**src/indmon_pkg.sv**
```systemverilog
// Constants for the indicator status monitor
package indmon_pkg;
    localparam int NUM_IND = 10;
    localparam int NUM_SIG = 4;
    localparam int NAME_LEN = 32;
    localparam int NAME_WORDS = NUM_IND * NAME_LEN;
    localparam int ADDR_W = 8;

    // Flag positions in a decoded state and in an event code
    localparam int SIG_INTER = 0;
    localparam int SIG_OPEN = 1;
    localparam int SIG_CLOSE = 2;
    localparam int SIG_BAD = 3;
    localparam logic [3:0] STATE_RST = 4'h1;

    // Register byte addresses
    localparam logic [7:0] ADR_CTRL = 8'h00;
    localparam logic [7:0] ADR_IRQ_STS = 8'h04;
    localparam logic [7:0] ADR_IRQ_CLR = 8'h08;
    localparam logic [7:0] ADR_IRQ_EN = 8'h0C;
    localparam logic [7:0] ADR_SINGLE = 8'h10;
    localparam logic [7:0] ADR_TIME = 8'h14;
    localparam logic [7:0] ADR_NAME_PTR = 8'h18;
    localparam logic [7:0] ADR_NAME_DATA = 8'h1C;
    localparam logic [7:0] ADR_EVSEL0 = 8'h20;
    localparam logic [7:0] ADR_STATE_LO = 8'h48;
    localparam logic [7:0] ADR_STATE_HI = 8'h4C;

    // Reset values
    localparam logic CTRL_RUN_RST = 1'b0;
    localparam logic [7:0] EVSEL_RST = 8'hFF;
    localparam logic [9:0] SINGLE_RST = 10'h000;
    localparam logic [9:0] IRQ_EN_RST = 10'h000;

    // Time stamp tick
    localparam int CLK_PERIOD_NS = 50;
    localparam int STAMP_RES_MS = 1;
    localparam int MS_CYCLES = STAMP_RES_MS * 1000000 / CLK_PERIOD_NS;
    localparam logic [1:0] SETTLE_DONE = 2'h3;
endpackage : indmon_pkg

```
**src/indmon_dec_if.sv**
```systemverilog
// Link between the monitor and one indicator decoder
`timescale 1ns/1ps
interface indmon_dec_if;
    logic open_in;
    logic close_in;
    logic arm;
    logic [3:0] state;
    logic [3:0] on_evt;
    logic [3:0] off_evt;

    modport dec (
        input open_in, close_in, arm,
        output state, on_evt, off_evt
    );
    modport mon (
        output open_in, close_in, arm,
        input state, on_evt, off_evt
    );
endinterface : indmon_dec_if

```
**src/indmon_decoder.sv**
```systemverilog
// One indicator: status decode and change detection
`timescale 1ns/1ps
module indmon_decoder (
    input wire logic i_sys_clk,
    input wire logic i_nrst,
    indmon_dec_if.dec dec
);
    typedef struct packed {
        logic armed;
        logic [3:0] state;
        logic [3:0] on_evt;
        logic [3:0] off_evt;
    } indmon_dec_state_t;

    indmon_dec_state_t s;
    indmon_dec_state_t n;
    logic [3:0] decoded;

    always_comb begin
        decoded = '0;
        case ({dec.open_in, dec.close_in})
            2'b10: decoded[indmon_pkg::SIG_OPEN] = 1'b1;
            2'b01: decoded[indmon_pkg::SIG_CLOSE] = 1'b1;
            2'b11: decoded[indmon_pkg::SIG_BAD] = 1'b1;
            default: decoded[indmon_pkg::SIG_INTER] = 1'b1;
        endcase
    end

    always_comb begin
        n = s;
        n.on_evt = '0;
        n.off_evt = '0;
        if (!dec.arm) begin
            n.armed = 1'b0;
        end else if (!s.armed) begin
            // First evaluation loads the state silently
            n.armed = 1'b1;
            n.state = decoded;
        end else begin
            n.state = decoded;
            n.on_evt = decoded & ~s.state;
            n.off_evt = s.state & ~decoded;
        end
    end

    always_ff @(posedge i_sys_clk or negedge i_nrst) begin
        if (!i_nrst) begin
            s <= '{armed: 1'b0, state: indmon_pkg::STATE_RST,
                   on_evt: 4'h0, off_evt: 4'h0};
        end else begin
            s <= n;
        end
    end

    assign dec.state = s.state;
    assign dec.on_evt = s.on_evt;
    assign dec.off_evt = s.off_evt;
endmodule : indmon_decoder

```
**src/indmon_top.sv**
```systemverilog
// Indicator status monitor: ten indicators, events, registers
`timescale 1ns/1ps
module indmon_top #(
    parameter int P_MS_CYCLES = indmon_pkg::MS_CYCLES
) (
    input wire logic i_sys_clk,
    input wire logic i_nrst,
    input wire logic [9:0] i_open,
    input wire logic [9:0] i_close,
    input wire logic [7:0] i_addr,
    input wire logic [31:0] i_wdata,
    input wire logic i_wr,
    input wire logic i_rd,
    output logic [31:0] o_rdata,
    output logic o_irq,
    output logic [39:0] o_state,
    output logic o_evt_valid,
    output logic [3:0] o_evt_inst,
    output logic [1:0] o_evt_sig,
    output logic o_evt_on,
    output logic [31:0] o_evt_stamp
);
    typedef struct packed {
        logic [9:0] open_m;
        logic [9:0] open_s;
        logic [9:0] close_m;
        logic [9:0] close_s;
        logic [1:0] settle;
        logic [15:0] div;
        logic [31:0] ms;
        logic run;
        logic [9:0] single;
        logic [9:0] irq_sts;
        logic [9:0] irq_en;
        logic [8:0] name_ptr;
        logic [79:0] evsel;
        logic [79:0] pend;
        logic [319:0] stamp;
        logic [31:0] rdata;
        logic irq;
        logic evt_valid;
        logic [3:0] evt_inst;
        logic [1:0] evt_sig;
        logic evt_on;
        logic [31:0] evt_stamp;
        logic [39:0] state;
    } indmon_state_t;

    localparam logic [15:0] MS_LAST = 16'(P_MS_CYCLES - 1);
    localparam logic [8:0] NAME_END = 9'(indmon_pkg::NAME_WORDS);

    indmon_state_t s;
    indmon_state_t n;
    logic [7:0] name_mem [0:indmon_pkg::NAME_WORDS-1];
    logic [39:0] dec_state;
    logic [39:0] dec_on;
    logic [39:0] dec_off;
    logic [79:0] new_pend;
    logic [9:0] irq_set;
    logic arm;
    logic [6:0] pick;
    logic [3:0] wslot;
    logic wslot_ok;
    logic [3:0] rslot;
    logic rslot_ok;
    logic [7:0] name_rd;

    // Lowest pending event; instance 0 Intermediate ON first
    function automatic logic [6:0] first_pending(input logic [79:0] p);
        logic [6:0] idx;
        idx = 7'h00;
        for (int k = 79; k >= 0; k--) begin
            if (p[k]) begin
                idx = 7'(k);
            end
        end
        return idx;
    endfunction : first_pending

    // Event selection slot addressed, if any
    function automatic logic [4:0] evsel_slot(input logic [7:0] a);
        logic [7:0] off;
        off = a - indmon_pkg::ADR_EVSEL0;
        if (a >= indmon_pkg::ADR_EVSEL0 && off[1:0] == 2'h0
            && off[7:2] < 6'(indmon_pkg::NUM_IND)) begin
            return {1'b1, off[5:2]};
        end
        return 5'h00;
    endfunction : evsel_slot

    assign arm = s.run && (s.settle == indmon_pkg::SETTLE_DONE);
    assign {wslot_ok, wslot} = evsel_slot(i_addr);
    assign {rslot_ok, rslot} = evsel_slot(i_addr);
    assign pick = first_pending(s.pend);
    assign name_rd = (s.name_ptr < NAME_END) ? name_mem[s.name_ptr] : 8'h00;

    genvar gi;
    generate
        for (gi = 0; gi < indmon_pkg::NUM_IND; gi++) begin : g_ind
            indmon_dec_if u_link ();
            assign u_link.open_in = s.open_s[gi];
            // One input and its inverse in single mode
            assign u_link.close_in = s.single[gi] ? ~s.open_s[gi]
                                                  : s.close_s[gi];
            assign u_link.arm = arm;
            assign dec_state[gi*4 +: 4] = u_link.state;
            assign dec_on[gi*4 +: 4] = u_link.on_evt;
            assign dec_off[gi*4 +: 4] = u_link.off_evt;
            // Keep only the selected transitions
            assign new_pend[gi*8 +: 8] =
                {dec_off[gi*4 +: 4], dec_on[gi*4 +: 4]}
                & s.evsel[gi*8 +: 8];
            assign irq_set[gi] = |new_pend[gi*8 +: 8];
            indmon_decoder u_dec (
                .i_sys_clk(i_sys_clk),
                .i_nrst(i_nrst),
                .dec(u_link)
            );
        end
    endgenerate

    always_comb begin
        n = s;
        n.open_m = i_open;
        n.open_s = s.open_m;
        n.close_m = i_close;
        n.close_s = s.close_m;
        if (s.settle != indmon_pkg::SETTLE_DONE) begin
            n.settle = s.settle + 2'h1;
        end
        // Millisecond time base for stamps
        if (s.div == MS_LAST) begin
            n.div = 16'h0000;
            n.ms = s.ms + 32'h0000_0001;
        end else begin
            n.div = s.div + 16'h0001;
        end
        n.state = dec_state;

        // Hand one pending event per cycle to the event buffer
        n.evt_valid = 1'b0;
        if (|s.pend) begin
            n.evt_valid = 1'b1;
            n.evt_inst = pick[6:3];
            n.evt_sig = pick[1:0];
            n.evt_on = ~pick[2];
            n.evt_stamp = s.stamp[{pick[6:3], 5'h00} +: 32];
            n.pend[pick] = 1'b0;
        end
        for (int i = 0; i < indmon_pkg::NUM_IND; i++) begin
            if (irq_set[i]) begin
                n.stamp[i*32 +: 32] = s.ms;
            end
        end
        // New events win over the one just served
        n.pend = n.pend | new_pend;

        if (i_wr) begin
            case (i_addr)
                indmon_pkg::ADR_CTRL: n.run = i_wdata[0];
                indmon_pkg::ADR_IRQ_EN: n.irq_en = i_wdata[9:0];
                indmon_pkg::ADR_SINGLE: begin
                    if (!s.run) begin
                        n.single = i_wdata[9:0];
                    end
                end
                indmon_pkg::ADR_NAME_PTR: n.name_ptr = i_wdata[8:0];
                default: begin
                    if (wslot_ok && !s.run) begin
                        n.evsel[{wslot, 3'h0} +: 8] = i_wdata[7:0];
                    end
                end
            endcase
        end
        n.irq_sts = s.irq_sts;
        if (i_wr && i_addr == indmon_pkg::ADR_IRQ_CLR) begin
            n.irq_sts = s.irq_sts & ~i_wdata[9:0];
        end
        n.irq_sts = n.irq_sts | irq_set;
        n.irq = |(n.irq_sts & n.irq_en);

        n.rdata = 32'h0000_0000;
        if (i_rd) begin
            case (i_addr)
                indmon_pkg::ADR_CTRL: n.rdata = {31'h0, s.run};
                indmon_pkg::ADR_IRQ_STS: n.rdata = {22'h0, s.irq_sts};
                indmon_pkg::ADR_IRQ_EN: n.rdata = {22'h0, s.irq_en};
                indmon_pkg::ADR_SINGLE: n.rdata = {22'h0, s.single};
                indmon_pkg::ADR_TIME: n.rdata = s.ms;
                indmon_pkg::ADR_NAME_PTR: n.rdata = {23'h0, s.name_ptr};
                indmon_pkg::ADR_NAME_DATA: n.rdata = {24'h0, name_rd};
                indmon_pkg::ADR_STATE_LO: n.rdata = s.state[31:0];
                indmon_pkg::ADR_STATE_HI: n.rdata = {24'h0, s.state[39:32]};
                default: begin
                    if (rslot_ok) begin
                        n.rdata = {24'h0, s.evsel[{rslot, 3'h0} +: 8]};
                    end
                end
            endcase
        end
    end

    always_ff @(posedge i_sys_clk or negedge i_nrst) begin
        if (!i_nrst) begin
            s <= '0;
            s.run <= indmon_pkg::CTRL_RUN_RST;
            s.single <= indmon_pkg::SINGLE_RST;
            s.irq_en <= indmon_pkg::IRQ_EN_RST;
            s.evsel <= {indmon_pkg::NUM_IND{indmon_pkg::EVSEL_RST}};
            s.state <= {indmon_pkg::NUM_IND{indmon_pkg::STATE_RST}};
        end else begin
            s <= n;
        end
    end

    // Names are stored only while stopped; no reset on the memory
    always_ff @(posedge i_sys_clk) begin
        if (i_wr && !s.run && i_addr == indmon_pkg::ADR_NAME_DATA
            && s.name_ptr < NAME_END) begin
            name_mem[s.name_ptr] <= i_wdata[7:0];
        end
    end

    assign o_rdata = s.rdata;
    assign o_irq = s.irq;
    assign o_state = s.state;
    assign o_evt_valid = s.evt_valid;
    assign o_evt_inst = s.evt_inst;
    assign o_evt_sig = s.evt_sig;
    assign o_evt_on = s.evt_on;
    assign o_evt_stamp = s.evt_stamp;
endmodule : indmon_top

```
**config.mk**
```make
export PLATFORM = sky130hd
export DESIGN_NAME = indmon_top
export DESIGN_NICKNAME = d
export VERILOG_FILES = /design/src/indmon_pkg.sv /design/src/indmon_dec_if.sv /design/src/indmon_decoder.sv /design/src/indmon_top.sv
export SDC_FILE = /design/constraint.sdc
export NUM_CORES = 2
export LEC_CHECK = 0
export BUFFER_PORTS_ARGS = -buffer_cell sky130_fd_sc_hd__buf_2
export CAP_MARGIN = 0
export CORE_MARGIN = 3
export CORE_UTILIZATION = 30
export CTS_CLUSTER_SIZE = 30
export DETAILED_ROUTE_END_ITERATION = 16
export PLACE_DENSITY = 0.45
export SYNTH_ARGS = -nofsm -noshare
export SYNTH_HDL_FRONTEND = slang
export SYNTH_SLANG_ARGS = --single-unit
```
**constraint.sdc**
```tcl
create_clock -name i_sys_clk -period 4 [get_ports i_sys_clk]
set_input_delay 0.4 -clock i_sys_clk [delete_from_list [all_inputs] [get_ports i_sys_clk]]
set_output_delay 0.4 -clock i_sys_clk [all_outputs]
set_load 0.03 [all_outputs]
```
==> metrics <==
hold path startpoint=i_addr[2]; via count=75580; clk slew on worst S/H paths=0.07 ns; Critical Path Sink Type=flop; final hold vios=0; Detailed Route WL=433400 um; Die H=680.1 um; initial antenna violation count=32; Layout Nets=8489; CP required=4.81 ns; gpl congestion=0.8790; Post-Syn Instances=7658; Final Slew Violations=0; number of H-tree levels=5; Hold WC Path Type=input port to flop; drt drc=0; post-synthesis sequential area ratio=71.98%; leakage=56.10 nW; Layout area overhead=18.25%; first-pass GRT wire length=611300 um; Tcrit/Tclk final=98.14%; Initial Util=30.25%; RR Startpoint=s[594]; crit path max fanout=45; largest net degree at the start of global routing=182; CTS Buf Count=370; Max Buffers Root-to-Sink=4; layout cell share with drive strength beyond 1=31.99%; clk sinks=3404; hold path depth=4; RSZ-0062 raised after global routing=false; non-filler cells, final=14690; final hold slack=0.09034 ns; Post-synth EDFFs=2560; Slew @ Worst Pin=1.213 ns; drt first-iter violations=7276; most common cell after layout, fill and taps aside=edfxtp_1; vias in the first global route=78060; Startpoint Class=flop; Synthesized Nets=7731; CTS tree=yes; critical path class=flop to flop; post-route minimum period=3.926 ns; Die W=680.1 um; Max Cap Viol=0; CTS root buffer=clkbuf_16; Synth Flop Type=edfxtp_1; status=completed; commonest cells after routing, fill and taps aside=edfxtp_1, dfrtp_1, mux4_2; GRT Util Overall=18.41%; WP data arrival=4.73 ns; Max transition margin=18.45%; syn_area_per_cell=17.80 sq um; reg-to-reg endpoint=o_rdata[0]; Fillers=42240; worst r2r path cells=11; Synth cell types=93; Pwr Density=477.9 nW/um^2; fmax=0.2547 GHz; Final WS setup=0.07442 ns; number of register bits inferred by synthesis=3404; Syn Std Cell Area=136300 sq um; I/O pins=177; placed insts=13960; WL/cell=29.49 um; Final HPWL DP=287800 um; Fin Clk Skew=0.07169 ns; IO Port Bufs=154; Synth async-reset ratio=24.79%; worst vdd ir=400.5 uV; CORE AREA=450600 sq um; Reg2Reg Setup Slack=0.07 ns; Setup-failing EPs final=0; Rows=246; pre-CTS setup slack=-0.3112 ns; Synth Warn #=0; First-pass DRT Iterations=5; DIE AREA=462500 sq um; Vias/cell=5.144; GR Overflow Total=0; DRT antenna net count=0; Clock Latency Late Sink=0.97 ns
==> synthesized netlist by cell type (35+ instances only) <==
| cell type | instances | area (sq um) |
|---|---|---|
| o21ai_0 | 165 | 825.8 |
| inv_1 | 35 | 131.4 |
| mux4_2 | 704 | 15860 |
| nor4_1 | 37 | 231.5 |
| dfrtp_1 | 744 | 18620 |
| nand2_1 | 474 | 1779 |
| a31oi_1 | 120 | 750.7 |
| a221oi_1 | 82 | 718.2 |
| a22oi_1 | 108 | 810.8 |
| mux2_2 | 441 | 4966 |
| clkbuf_1 | 283 | 1062 |
| and3_1 | 53 | 331.6 |
| o22ai_1 | 39 | 244.0 |
| nor2_1 | 523 | 1963 |
| edfxtp_1 | 2560 | 76870 |
| buf_4 | 150 | 1126 |
| a22o_1 | 65 | 569.3 |
| nor2b_1 | 36 | 225.2 |
| buf_2 | 92 | 460.4 |
| mux2i_1 | 91 | 910.9 |
| dfstp_2 | 100 | 2628 |
| nor3_1 | 57 | 285.3 |
| a21oi_1 | 151 | 755.7 |
| nand3_1 | 61 | 305.3 |
==> worst max-delay path by stage <==
| stage | from | endpoint | slack, ns | cells after the start |
|---|---|---|---|---|
| finish | s[594] | o_rdata[0] | 0.07 | 11 |
| global route | s[593] | o_rdata[0] | 0.01 | 11 |
| CTS | s[595] | o_rdata[3] | 0.02 | 9 |
| detailed placement | s[593] | o_rdata[3] | -0.31 | 11 |
| global placement | s[593] | o_rdata[1] | -0.28 | 9 |
| floorplan | i_addr[5] | flop | 0.27 | 16 |
==> worst max-delay path: stages, from the launching register on <==
cell      delay, ns
dfrtp_4        0.66
buf_12         0.29
buf_12         0.35
buf_12         0.20
mux4_2         0.37
a22o_1         0.30
a221oi_1       0.32
buf_4          0.20
o221ai_1       0.24
a221oi_2       0.50
buf_4          0.18
o211ai_1       0.07
==> where the power goes <==
| part | switching (mW) | total, mW | internal, mW | leakage, nW |
|---|---|---|---|---|
| Clock | 14.4 | 34.0 | 19.6 | 5.86 |
| Sequential | 0.506 | 38.9 | 38.4 | 34.2 |
| Combinational | 2.75 | 4.10 | 1.35 | 16.0 |
==> area by class of cell <==
type	instances	area (sq um)	share of cell area, %
Clock buffer	492	10030	6.223
Antenna cell	13	32.53	0.02018
Timing Repair Buffer	958	8063	5.002
Inverter	39	146.4	0.09082
Multi-Input combinational cell	3643	35340	21.92
Clock inverter	192	2001	1.241
Tap cell	5952	7447	4.620
Sequential cell	3404	98140	60.88
==> sequential cells by signal, indices dropped and copies added (netlist names), 10 cells and up, named ones only <==
| register | flops |
|---|---|
| name_mem | 2560 |
| g_ind.u_dec.dec.state | 40 |
| s | 500 |
| o_rdata | 32 |
| n | 20 |
| g_ind.u_dec.dec.on_evt | 40 |
| g_ind.u_dec.dec.off_evt | 40 |
| g_ind.u_link.open_in | 10 |
| o_state | 40 |
| o_evt_stamp | 32 |
==> per-stage QoR <==
| stage | utilization (%) | instance area (sq um) | setup TNS (ns) | power [mW] |
|---|---|---|---|---|
| global placement | 32.99 | 148700 | -1.320 | 43.68 |
| finish | 35.77 | 161200 | 0 | 77.04 |
| global route | 35.77 | 161200 | 0 | 79.57 |
| CTS | 35.76 | 161100 | 0 | 77.98 |
| detailed placement | 32.99 | 148700 | -1.192 | 43.72 |
| floorplan | - | 136300 | 0 | 41.26 |
==> cell families (layout without fill, tap and decap cells) <==
| family | Yosys count | in the layout | synth area share (%) |
|---|---|---|---|
| buf+inv | 612 | 1681 | 2.270 |
| flops | 3404 | 3404 | 71.98 |
| other cells | 0 | 13 | 0 |
| compound gates | 919 | 919 | 4.632 |
| mux | 1236 | 1236 | 15.94 |
| simple gates | 1430 | 1431 | 4.783 |
| fa+ha+maj | 9 | 9 | 0.08261 |
| xor+xnor | 48 | 48 | 0.3084 |
==> routing by layer <==
| metal | vias to the layer above | routed length (um) | track usage [%] |
|---|---|---|---|
| li1 | 31890 | - | - |
| met1 | 40680 | 185500 | 24.90 |
| met2 | 2365 | 207000 | 30.18 |
| met3 | 645 | 24910 | 2.959 |
| met4 | 2 | 15920 | 6.179 |
| met5 | - | 10 | 0 |
==> repair_timing <==
item	in CTS	in global routing
hold buffers	36	0
gates resized for setup	9	2
hold endpoints to repair	398	0
buffers inserted	2	0
pin swaps	0	1
endpoints found under the setup margin	5	3
gates cloned	0	1
(Power assumes the default switching activity.)
